==> config.mk <==
export PLATFORM = sky130hd
export DESIGN_NAME = dae_engine
export DESIGN_NICKNAME = d
export VERILOG_FILES = /design/src/rtl/dae_pkg.sv /design/src/rtl/dae_engine.sv /design/src/rtl/dae_modify.sv
export SDC_FILE = /design/constraint.sdc
export NUM_CORES = 1
export LEC_CHECK = 0
export BUFFER_PORTS_ARGS = -buffer_cell sky130_fd_sc_hd__clkbuf_2
export CELL_PAD_IN_SITES_DETAIL_PLACEMENT = 1
export CELL_PAD_IN_SITES_GLOBAL_PLACEMENT = 1
export CORE_MARGIN = 2
export CORE_UTILIZATION = 41
export CTS_CLUSTER_SIZE = 40
export DETAILED_ROUTE_END_ITERATION = 12
export GPL_ROUTABILITY_DRIVEN = 0
export PLACE_DENSITY_LB_ADDON = 0.1
export SLEW_MARGIN = 0
export SYNTH_ARGS = -nofsm -noshare
export SYNTH_HDL_FRONTEND = slang
export SYNTH_SLANG_ARGS = --single-unit
export TNS_END_PERCENT = 10
==> constraint.sdc <==
create_clock -name CLK -period 4.15 [get_ports CLK]
set_input_delay 0 -clock CLK [delete_from_list [all_inputs] [get_ports CLK]]
set_output_delay 0 -clock CLK [all_outputs]
set_load 0.01 [all_outputs]
==> src/rtl/dae_pkg.sv <==
package dae_pkg;

    // ----------------------------------------------------------------
    // address decoration fields
    // ----------------------------------------------------------------
    localparam logic [31:0] DAE_PERIPH_BASE = 32'h4000_0000; // base of the real target space
    localparam int DAE_TOP_BIT = 31;          // must be clear on a decorated access
    localparam int DAE_SPACE_HI = 30;         // space select, upper bit
    localparam int DAE_SPACE_LO = 29;         // space select, lower bit
    localparam logic [1:0] DAE_SPACE_PERIPH = 2'h2; // peripheral space code
    localparam int DAE_OP_HI = 28;            // operation code, upper bit
    localparam int DAE_OP_LO = 26;            // operation code, lower bit
    localparam logic [2:0] DAE_OP_XOR = 3'h3; // exclusive-or store code
    localparam int DAE_FI_BIT = 28;           // set for a field insert store
    localparam int DAE_FI_LSB_HI = 27;        // field start position, upper bit
    localparam int DAE_FI_LSB_LO = 23;        // field start position, lower bit
    localparam int DAE_FI_WM1_HI = 22;        // field width minus one, upper bit
    localparam int DAE_FI_WM1_LO = 19;        // field width minus one, lower bit
    localparam int DAE_XOR_OFS_HI = 19;       // top bit of the xor store offset
    localparam int DAE_FI_OFS_HI = 18;        // top bit of the field insert offset

    // ----------------------------------------------------------------
    // bus encodings
    // ----------------------------------------------------------------
    localparam logic [1:0] DAE_HTRANS_IDLE = 2'h0;   // no transfer
    localparam logic [1:0] DAE_HTRANS_NONSEQ = 2'h2; // single transfer
    localparam logic [2:0] DAE_HSIZE_BYTE = 3'h0;    // 8-bit transfer
    localparam logic [2:0] DAE_HSIZE_HALF = 3'h1;    // 16-bit transfer
    localparam logic [31:0] DAE_CONT_BYTE = 32'h0000_00FF; // byte container
    localparam logic [31:0] DAE_CONT_HALF = 32'h0000_FFFF; // halfword container
    localparam logic [31:0] DAE_CONT_WORD = 32'hFFFF_FFFF; // word container
    localparam logic [4:0] DAE_WIDTH_TOP = 5'h1F;  // shift base for the field ones

    // ----------------------------------------------------------------
    // types
    // ----------------------------------------------------------------
    typedef enum logic [1:0] {
        DAE_ST_PASS = 2'h0,  // plain pass-through, decode new requests
        DAE_ST_READ = 2'h1,  // read data phase, write address phase out
        DAE_ST_WRITE = 2'h3  // write data phase of the modified value
    } dae_state_t;

    typedef enum logic {
        DAE_KIND_XOR = 1'h0, // exclusive-or store
        DAE_KIND_FI = 1'h1   // field insert store
    } dae_kind_t;

    typedef struct packed {
        logic [31:0] haddr;
        logic [1:0] htrans;
        logic hwrite;
        logic [2:0] hsize;
    } dae_aphase_t;

    typedef struct packed {
        dae_state_t state;
        dae_kind_t kind;
        dae_aphase_t cap;
        logic [4:0] lsb;
        logic [3:0] wm1;
        logic [31:0] result;
    } dae_regs_t;

    localparam dae_regs_t DAE_REGS_RESET = '0; // idle, nothing captured

endpackage

==> src/rtl/dae_engine.sv <==
`timescale 1ns/10ps
// Contract
// - xor store is one atomic read-modify-write
// - operand size follows the store size
// - xor decode: bits 30:29 10, 28:26 011
// - xor target is base plus 20-bit offset
// - cycle x: strip, decode, read, capture
// - cycle x+1: reissue captured address as write
// - x+1 data: register read data xor operand
// - x+2 data: drive registered value as write
// - insert w+1 bits starting at b
// - word inserts at most 16 bits wide
// - insert decode: 28 set, b, w, offset
// - insert uses bit 19 as width bit
// - width code zero inserts one bit
// - field truncated at the container edge
// - x+1 data: mask merge, register result
// - master stalled during first data phase
// - slave wait states passed back cycle for cycle
module dae_engine
    import dae_pkg::*;
(
    input wire logic CLK,
    input wire logic RESETN,
    input wire logic [31:0] M_HADDR,
    input wire logic [1:0] M_HTRANS,
    input wire logic M_HWRITE,
    input wire logic [2:0] M_HSIZE,
    input wire logic [31:0] M_HWDATA,
    output logic [31:0] M_HRDATA,
    output logic M_HREADY,
    output logic M_HRESP,
    output logic [31:0] S_HADDR,
    output logic [1:0] S_HTRANS,
    output logic S_HWRITE,
    output logic [2:0] S_HSIZE,
    output logic [31:0] S_HWDATA,
    input wire logic [31:0] S_HRDATA,
    input wire logic S_HREADY,
    input wire logic S_HRESP
);

    // ----------------------------------------------------------------
    // state and decode
    // ----------------------------------------------------------------
    dae_regs_t r_reg;       // all state of the engine
    dae_regs_t r_next;      // next value of the state
    logic in_space;         // address lies in the decorated peripheral window
    logic is_xor;           // xor store decoration
    logic is_fi;            // field insert store decoration
    logic dec_req;          // a decorated store offered in its address phase
    logic [31:0] strip_adr; // real target address with the decoration removed
    logic [31:0] mod_mask;  // lane-placed insert mask
    logic [31:0] mod_res;   // modified value for the write back
    dae_aphase_t ds;        // downstream address phase
    logic [31:0] ds_wdata;  // downstream write data
    logic up_ready;         // ready returned to the master

    // the decoration only ever marks a write; a decorated read is not handled here
    always_comb begin
        in_space = (M_HADDR[DAE_TOP_BIT] == 1'b0)
                   && (M_HADDR[DAE_SPACE_HI:DAE_SPACE_LO] == DAE_SPACE_PERIPH);
        is_fi = in_space && M_HADDR[DAE_FI_BIT];
        is_xor = in_space && (M_HADDR[DAE_OP_HI:DAE_OP_LO] == DAE_OP_XOR);
        dec_req = M_HTRANS[1] && M_HWRITE && (is_fi || is_xor);
        if (is_fi) begin
            // bit 19 belongs to the width field here, not to the offset
            strip_adr = DAE_PERIPH_BASE | {13'h0000, M_HADDR[DAE_FI_OFS_HI:0]};
        end else begin
            strip_adr = DAE_PERIPH_BASE | {12'h000, M_HADDR[DAE_XOR_OFS_HI:0]};
        end
    end

    // ----------------------------------------------------------------
    // modify unit
    // ----------------------------------------------------------------
    // the operand is read straight off the stalled master write data bus
    dae_modify dae_modify_i (
        .kind(r_reg.kind),
        .hsize(r_reg.cap.hsize),
        .lane(r_reg.cap.haddr[1:0]),
        .lsb(r_reg.lsb),
        .wm1(r_reg.wm1),
        .rdata(S_HRDATA),
        .wdata(M_HWDATA),
        .mask(mod_mask),
        .result(mod_res)
    );

    // ----------------------------------------------------------------
    // sequencer
    // ----------------------------------------------------------------
    // address phase logic stays combinational so plain traffic sees no added latency
    always_comb begin
        r_next = r_reg;
        ds.haddr = M_HADDR;
        ds.htrans = M_HTRANS;
        ds.hwrite = M_HWRITE;
        ds.hsize = M_HSIZE;
        ds_wdata = M_HWDATA;
        up_ready = S_HREADY;
        case (r_reg.state)
            DAE_ST_PASS, DAE_ST_WRITE: begin
                // a write back in progress sources the registered value
                if (r_reg.state == DAE_ST_WRITE) begin
                    ds_wdata = r_reg.result;
                end
                // a decorated store leaves as a read of the real address
                if (dec_req) begin
                    ds.haddr = strip_adr;
                    ds.hwrite = 1'b0;
                end
                // address phases only complete while the slave is ready
                if (S_HREADY) begin
                    if (dec_req) begin
                        r_next.state = DAE_ST_READ;
                        r_next.kind = is_fi ? DAE_KIND_FI : DAE_KIND_XOR;
                        r_next.cap = ds;
                        r_next.cap.hwrite = 1'b1;
                        r_next.lsb = M_HADDR[DAE_FI_LSB_HI:DAE_FI_LSB_LO];
                        r_next.wm1 = M_HADDR[DAE_FI_WM1_HI:DAE_FI_WM1_LO];
                    end else begin
                        r_next.state = DAE_ST_PASS;
                    end
                end
            end
            DAE_ST_READ: begin
                // recirculate the captured address as the write
                ds = r_reg.cap;
                ds.htrans = DAE_HTRANS_NONSEQ;
                up_ready = 1'b0;
                // waits stretch this phase; the result is taken on the ready cycle
                if (S_HREADY) begin
                    r_next.result = mod_res;
                    r_next.state = DAE_ST_WRITE;
                end
            end
            default: begin
                r_next = DAE_REGS_RESET;
            end
        endcase
    end

    // the only flip-flops of the engine
    always_ff @(posedge CLK or negedge RESETN) begin
        if (!RESETN) begin
            r_reg <= DAE_REGS_RESET;
        end else begin
            r_reg <= r_next;
        end
    end

    // ----------------------------------------------------------------
    // port drive
    // ----------------------------------------------------------------
    // slave errors are passed through unchanged; the write back is not cancelled
    assign S_HADDR = ds.haddr;
    assign S_HTRANS = ds.htrans;
    assign S_HWRITE = ds.hwrite;
    assign S_HSIZE = ds.hsize;
    assign S_HWDATA = ds_wdata;
    assign M_HRDATA = S_HRDATA;
    assign M_HREADY = up_ready;
    assign M_HRESP = S_HRESP;
endmodule // dae_engine

==> src/rtl/dae_modify.sv <==
`timescale 1ns/10ps
module dae_modify
    import dae_pkg::*;
(
    input wire dae_kind_t kind,
    input wire logic [2:0] hsize,
    input wire logic [1:0] lane,
    input wire logic [4:0] lsb,
    input wire logic [3:0] wm1,
    input wire logic [31:0] rdata,
    input wire logic [31:0] wdata,
    output logic [31:0] mask,
    output logic [31:0] result
);

    // ----------------------------------------------------------------
    // field mask
    // ----------------------------------------------------------------
    logic [31:0] ones;  // wm1+1 low ones
    logic [31:0] cont;  // right-aligned container of the access size
    logic [31:0] fmask; // field mask inside the container

    // the mask is cut at the container edge, so an overlong field keeps only its low bits
    always_comb begin
        // a 4-bit width code caps every field at 16 bits, word stores included
        ones = DAE_CONT_WORD >> (DAE_WIDTH_TOP - {1'b0, wm1});
        if (hsize == DAE_HSIZE_BYTE) begin
            cont = DAE_CONT_BYTE;
        end else if (hsize == DAE_HSIZE_HALF) begin
            cont = DAE_CONT_HALF;
        end else begin
            cont = DAE_CONT_WORD;
        end
        fmask = (ones << lsb) & cont;
        // the master replicates narrow data on every lane, so moving the mask
        // onto the addressed lane is all the alignment needed
        mask = fmask << {lane, 3'h0};
    end

    // ----------------------------------------------------------------
    // per-bit merge
    // ----------------------------------------------------------------
    genvar i;
    generate
        for (i = 0; i < 32; i = i + 1) begin : g_bit
            // insert takes the operand under the mask, xor flips by the operand
            assign result[i] = (kind == DAE_KIND_FI) ? (mask[i] ? wdata[i] : rdata[i])
                                                     : (rdata[i] ^ wdata[i]);
        end
    endgenerate

endmodule // dae_modify

# Word level (Yosys, flattened, before mapping)
# Index checks and enable logic that the tools add are counted.
# totals
output_inout_bits	104
word_cells	153
regBits	80
inputBits	106
# classes
n_bitwise	36
n_shift	3
n_mux	85
n_reduce_logical	12
n_eq_ne	8
addsub	1
# op_table
op	count
32-bit 2-to-1 mux	6
32-bit one-hot mux with 2 select lines	2
48-bit one-hot mux with 2 select lines	1
1-bit 2-to-1 mux	68
32-bit by 5-bit left shift with 32-bit output	2
50-bit 2-to-1 mux	1
48-bit 2-to-1 mux	1
32-bit AND	1
32-bit by 5-bit right shift with 32-bit output, first input constant	1
1-bit bitwise XOR	32
20-bit 2-to-1 mux	1
2-bit != test, second input constant	3
1-bit logical AND	5
5-bit by 4-bit subtractor with 5-bit output, first input constant	1
2-bit equality test, second input constant	2
2-bit 2-to-1 mux	2
2-bit one-hot mux with 2 select lines	1
2-bit AND reduction	2
3-bit by 1-bit equality test with 1-bit output, second input constant	1
3-bit by 2-bit equality test with 1-bit output, second input constant	1
3-bit logical NOT	1
3-bit 2-to-1 mux	1
1-bit inverter	3
3-bit AND reduction	1
other kinds (5)	5

# Logic depth before layout (Yosys ltp)
# logic_depth
word_depth	9
ltp_mapped	10
depth_no_buf	9

# By module
# A second synthesis with hierarchy kept.
# hier_totals
hier_cells	842
area_unflattened_um2	6911.6
# by_module_without_submodules
mod	seq_area_each_um2	area_per_inst_um2	n_inst	cells_each
dae_engine	2001.9	4120.2	1	391
dae_modify	0.0	2791.4	1	451

# Worst setup path before layout
# No wires, ideal clock.
# synth_path
path_type	register -> register
startpoint	register r_reg[36] in the netlist's numbering
endpoint	register r_reg[21] in the netlist's numbering
path_slack_ps	1800
arrival_ps	2226
required_time_ps	4026
period_less_slack_ps	2350
setup_ps	124
stages_incl_launch_ff	9
path_buffers	1
cell_sequence	dfrtp_1 -> buf_6 -> or4_4 -> nand3_2 -> nand3b_4 -> a221o_1 -> a222oi_1 -> mux2i_1 -> a21oi_1
# synth_between
elab_chain_len	7
# synth_lines
element	line	rtl
from (decl)	dae_engine.sv:46	dae_regs_t r_reg;
from (signal assigned)	dae_engine.sv:149	r_reg <= r_next;
32-bit by 5-bit left shift with 32-bit output	dae_modify.sv:34	fmask = (ones << lsb) & cont;
32-bit AND	dae_modify.sv:34	
32-bit by 5-bit left shift with 32-bit output	dae_modify.sv:37	mask = fmask << {lane, 3'h0};
1-bit 2-to-1 mux (2 in series)	dae_modify.sv:47	assign result[i] = (kind == DAE_KIND_FI) ? (mask[i] ? wdata[i] : rdata[i])
32-bit 2-to-1 mux	dae_engine.sv:133	if (S_HREADY) begin
32-bit one-hot mux with 2 select lines	dae_engine.sv:102	case (r_reg.state)
# Every way passes these cells. The select of a mux whose other input is x is not followed.
# A chain may end at the register's enable or synchronous reset.

# Worst setup path in the final report
# layout_path
startpoint	register r_reg[34] in the netlist's numbering
endpoint	register r_reg[18] in the netlist's numbering
# layout_between
elab_chain_len	9
# layout_lines
element	line	rtl
5-bit by 4-bit subtractor with 5-bit output	dae_modify.sv:26	ones = DAE_CONT_WORD >> (DAE_WIDTH_TOP - {1'b0, wm1});
32-bit by 5-bit right shift with 32-bit output	dae_modify.sv:26	
32-bit by 5-bit left shift with 32-bit output	dae_modify.sv:34	
32-bit AND	dae_modify.sv:34	
32-bit by 5-bit left shift with 32-bit output	dae_modify.sv:37	
1-bit 2-to-1 mux (2 in series)	dae_modify.sv:47	
32-bit 2-to-1 mux	dae_engine.sv:133	
32-bit one-hot mux with 2 select lines	dae_engine.sv:102	
# Every way passes these cells. The select of a mux whose other input is x is not followed.

==> summary.md <==
| Metric | Value |
|---|---|
| Inserted Clock Buffers | 9 |
| Total grt overflow | 0 |
| WP buf/inv | 2 |
| Final layout net count | 1,069 |
| Fraction of synthesis flops using an asynchronous set or reset pin | 100% |
| Final Critical Period | 3630 ps |
| Clock H-tree levels | 3 |
| Netlist cell types | 74 |
| DRT antenna net count | 0 |
| Post-Syn Instances | 783 |
| Register area | 2000 µm² |
| Adder-cell share of the synthesized area | 0.760% |
| Post-synthesis instance area | 6590 µm² |
| Max reg flops | 80 |
| Core ar. | 15,800 µm² |
| CTS Root Buffer Type | clkbuf_16 |
| Dpl cells | 1,116 |
| Detailed Routing Iterations Pass 1 | 5 |
| Non-filler instance count after layout | 1,179 |
| #FFs+latches synth | 80 |
| Vias in the first global route | 7,535 |
| Critical path type | flop to flop |
| Switching Power | 0.00150 W |
| Gr usage total | 30.5% |
| Number of fill cells | 1,956 |
| Largest family of logic cells by synthesized area | compound AO/OA/AOI/OAI gates |
| Syn_nets | 893 |
| Hpwl dp | 18,700 µm |
| Largest delay contributor family on the critical path | compound AO/OA/AOI/OAI gates |
| Final Power | 0.00356 W |
| Compound-cell area share of the yosys netlist | 34.2% |
| Layout cell share with drive strength beyond 1 | 29.5% |
| Area delta synth->final | 25.6% |
| Final period utilization | 87.5% |
| Initial core utilization | 41.8% |
| Sw frac | 42.1% |
| Pwr Density | 430 nW/µm² |
| Area of the multi-input gates | 4040 µm² |
| TNS Setup | 0 ps |
| Critical-path top delay cell | dfrtp_1 |
| CTS tree | built |
| Final slew viol count | 0 |
| Combinational share of power | 45.1% |
| Initial antenna violation count | 0 |
| Ant diodes | 0 |
| Worst slew pin tran | 1070 ps |
| Die ar. | 17,100 µm² |
| IO Pins | 210 |
| Die width | 131 µm |
| DR DRC count | 0 |
| First-pass GRT wire length | 40,600 µm |
| Max-cap violation count | 0 |
| Initial DRC count | 504 |
| Unrepaired setup endpoints after global routing | false |
| Avg Cell Area, Syn | 8.41 µm² |
| Die H | 131 µm |
| CTS clock-pin slew for the worst setup and hold paths | 70 ps |
| Reg power frac | 30.0% |
| Worst Skew | 9.08 ps |
| Post-Synth Simple-Gate Area | 17.6% |
| I/O Buffers | 207 |
| CP cell instances | nor2_1 > a221oi_1 > inv_1 > o221ai_1 > nand2_1 > a21oi_1 > dlygate4sd3_1 > o21ai_0 |
| Synth warn | 0 |
| Fmax | 0.275 GHz |
| Crit-path max cell delay | 950 ps |
| Routed wire per std cell | 22.1 µm |
| Worst Path Required | 4380 ps |
| CP Launch Type | flop |
| Xor/xnor share of the synthesized area | 0.266% |
| Status | complete, no violations |
| Multiplexer share of the synthesized area | 8.02% |
| Crit end category | flop |
| Synth Flop Type | dfrtp_1 |
| Sequential area share after synthesis | 30.4% |
| Vias/cell | 6.24 |
| Clock Latency Late Sink | 350 ps |
| Clock power share | 24.9% |
| Worst VDD drop | 0.302 mV |
| Lkg Pwr | 3.78 nW |
| CP max FO | 31 |
| Cell Rows | 46 |
| CTS Sinks | 80 |
| Vias after detailed routing | 7,359 |
| WL final | 26,000 µm |
| EDFF count, synth | 0 |
| Finish-stage setup viols | 0 |
| Rel. slew slack | 28.4% |
| Arrival @ worst endpoint | 3860 ps |
| Fin. Hold Viols | 0 |
| Pint | 0.00206 W |
| Pin count of the biggest net entering global routing | 81 |
| Max clock buf depth | 2 |
| Hold Path Class | input port to output pin |
-- power by group through the flow --
stage | combinational (W) | sequential (W) | clock [W]
2_1_floorplan | 0.00103 | 0.000999 | 0
3_3_place_gp | 0.00151 | 0.00106 | 0
3_5_place_dp | 0.00155 | 0.00107 | 0
4_1_cts | 0.00160 | 0.00106 | 0.000898
5_1_grt | 0.00174 | 0.00109 | 0.000926
6_report | 0.00161 | 0.00107 | 0.000886
-- layer usage --
layer	vias to the layer above	global-route usage, %	share of wire (%)
met5	-	0	0
met4	0	11.4	3.1
met3	56	5.62	6.8
met2	304	50.3	48
met1	3659	40.1	42
li1	3340	-	-
-- logic make-up (layout without fill, tap and decap cells) --
group                    after synthesis  count (layout)
AO/OA/AOI/OAI                        313             313
XOR/XNOR                               2               2
adder cells (fa/ha/maj)                4               4
buffers and inverters                113             293
flip-flops                            80              80
multiplexers                          48              48
AND/OR/NAND/NOR                      223             223
-- cells in the mapped netlist (5+ instances only) --
master     n  area share [%]
a211oi_1  16             1.8
a21o_1     7            0.80
a21oi_1   50             3.8
a221oi_1   5            0.66
a22o_1    66             8.8
a22oi_1    7            0.80
a31oi_1   19             1.8
a32o_1     8             1.2
and2_1    18             1.7
and3_1    17             1.6
buf_1      6            0.34
buf_2      8            0.61
buf_4     34             3.9
clkbuf_1  52             3.0
dfrtp_1   80              30
inv_1     10            0.57
mux2_2    37             6.3
mux2i_1   10             1.5
nand2_1   57             3.2
nand2b_1  14             1.3
nand3_1   15             1.1
nand4_1    5            0.47
nor2_1    40             2.3
nor2b_1    6            0.57
nor3_1    20             1.5
o211ai_1   8            0.91
o21a_1     6            0.68
o21ai_0   43             3.3
o21ai_1    9            0.68
o221ai_1   8             1.1
o22ai_1    5            0.47
o31ai_1    9             1.0
o41ai_1    8             1.1
or3_1      8            0.76
-- cells in the final DEF (no fill, tap or decap), types with 19 or more instances in the layout --
cell           count
nor2_1            39
a31oi_1           19
mux2_2            37
a21oi_1           50
dfrtp_1           80
o21ai_0           43
dlygate4sd3_1     48
clkbuf_2         206
nand2_1           57
nor3_1            20
a22o_1            66
-- stage by stage --
| step | hold slack (ps) | setup slack (ps) | util, % | instance area, µm² |
|---|---|---|---|---|
| 2_1_floorplan | -296 | 1800 | - | 6590 |
| 3_3_place_gp | 0.209 | 1180 | 47.4 | 7480 |
| 3_5_place_dp | 0.209 | 962 | 47.4 | 7480 |
| 4_1_cts | 0.209 | 638 | 52.5 | 8280 |
| 5_1_grt | 0.134 | 273 | 52.5 | 8280 |
| 6_report | 0.111 | 520 | 52.5 | 8280 |
-- repair_timing --
action	in CTS	in global routing
hold endpoints to repair	122	0
resized for setup	0	0
setup buffers	0	0
hold buffers	48	0
-- cell type report --
class,instances,area share (%)
Clock buffer,9,2.72
Clock inverter,6,1.12
Inverter,11,0.499
Multi-Input combinational cell,590,48.8
Sequential cell,80,24.2
Tap cell,216,3.27
Timing Repair Buffer,267,19.4
-- final timing paths --
path	from	to	slack, ps	cells past startpoint
setup reg to reg	r_reg[34]	r_reg[18]	520	8
min in group asynchronous	RESETN	r_reg[58]	380	2
max in group asynchronous	RESETN	r_reg[4]	3070	2
hold reg to reg	r_reg[2]	r_reg[2]	480	2
hold / removal	S_HRESP	M_HRESP	0.1	0
setup / recovery	r_reg[34]	r_reg[18]	520	8
(Power assumes the default switching activity.)
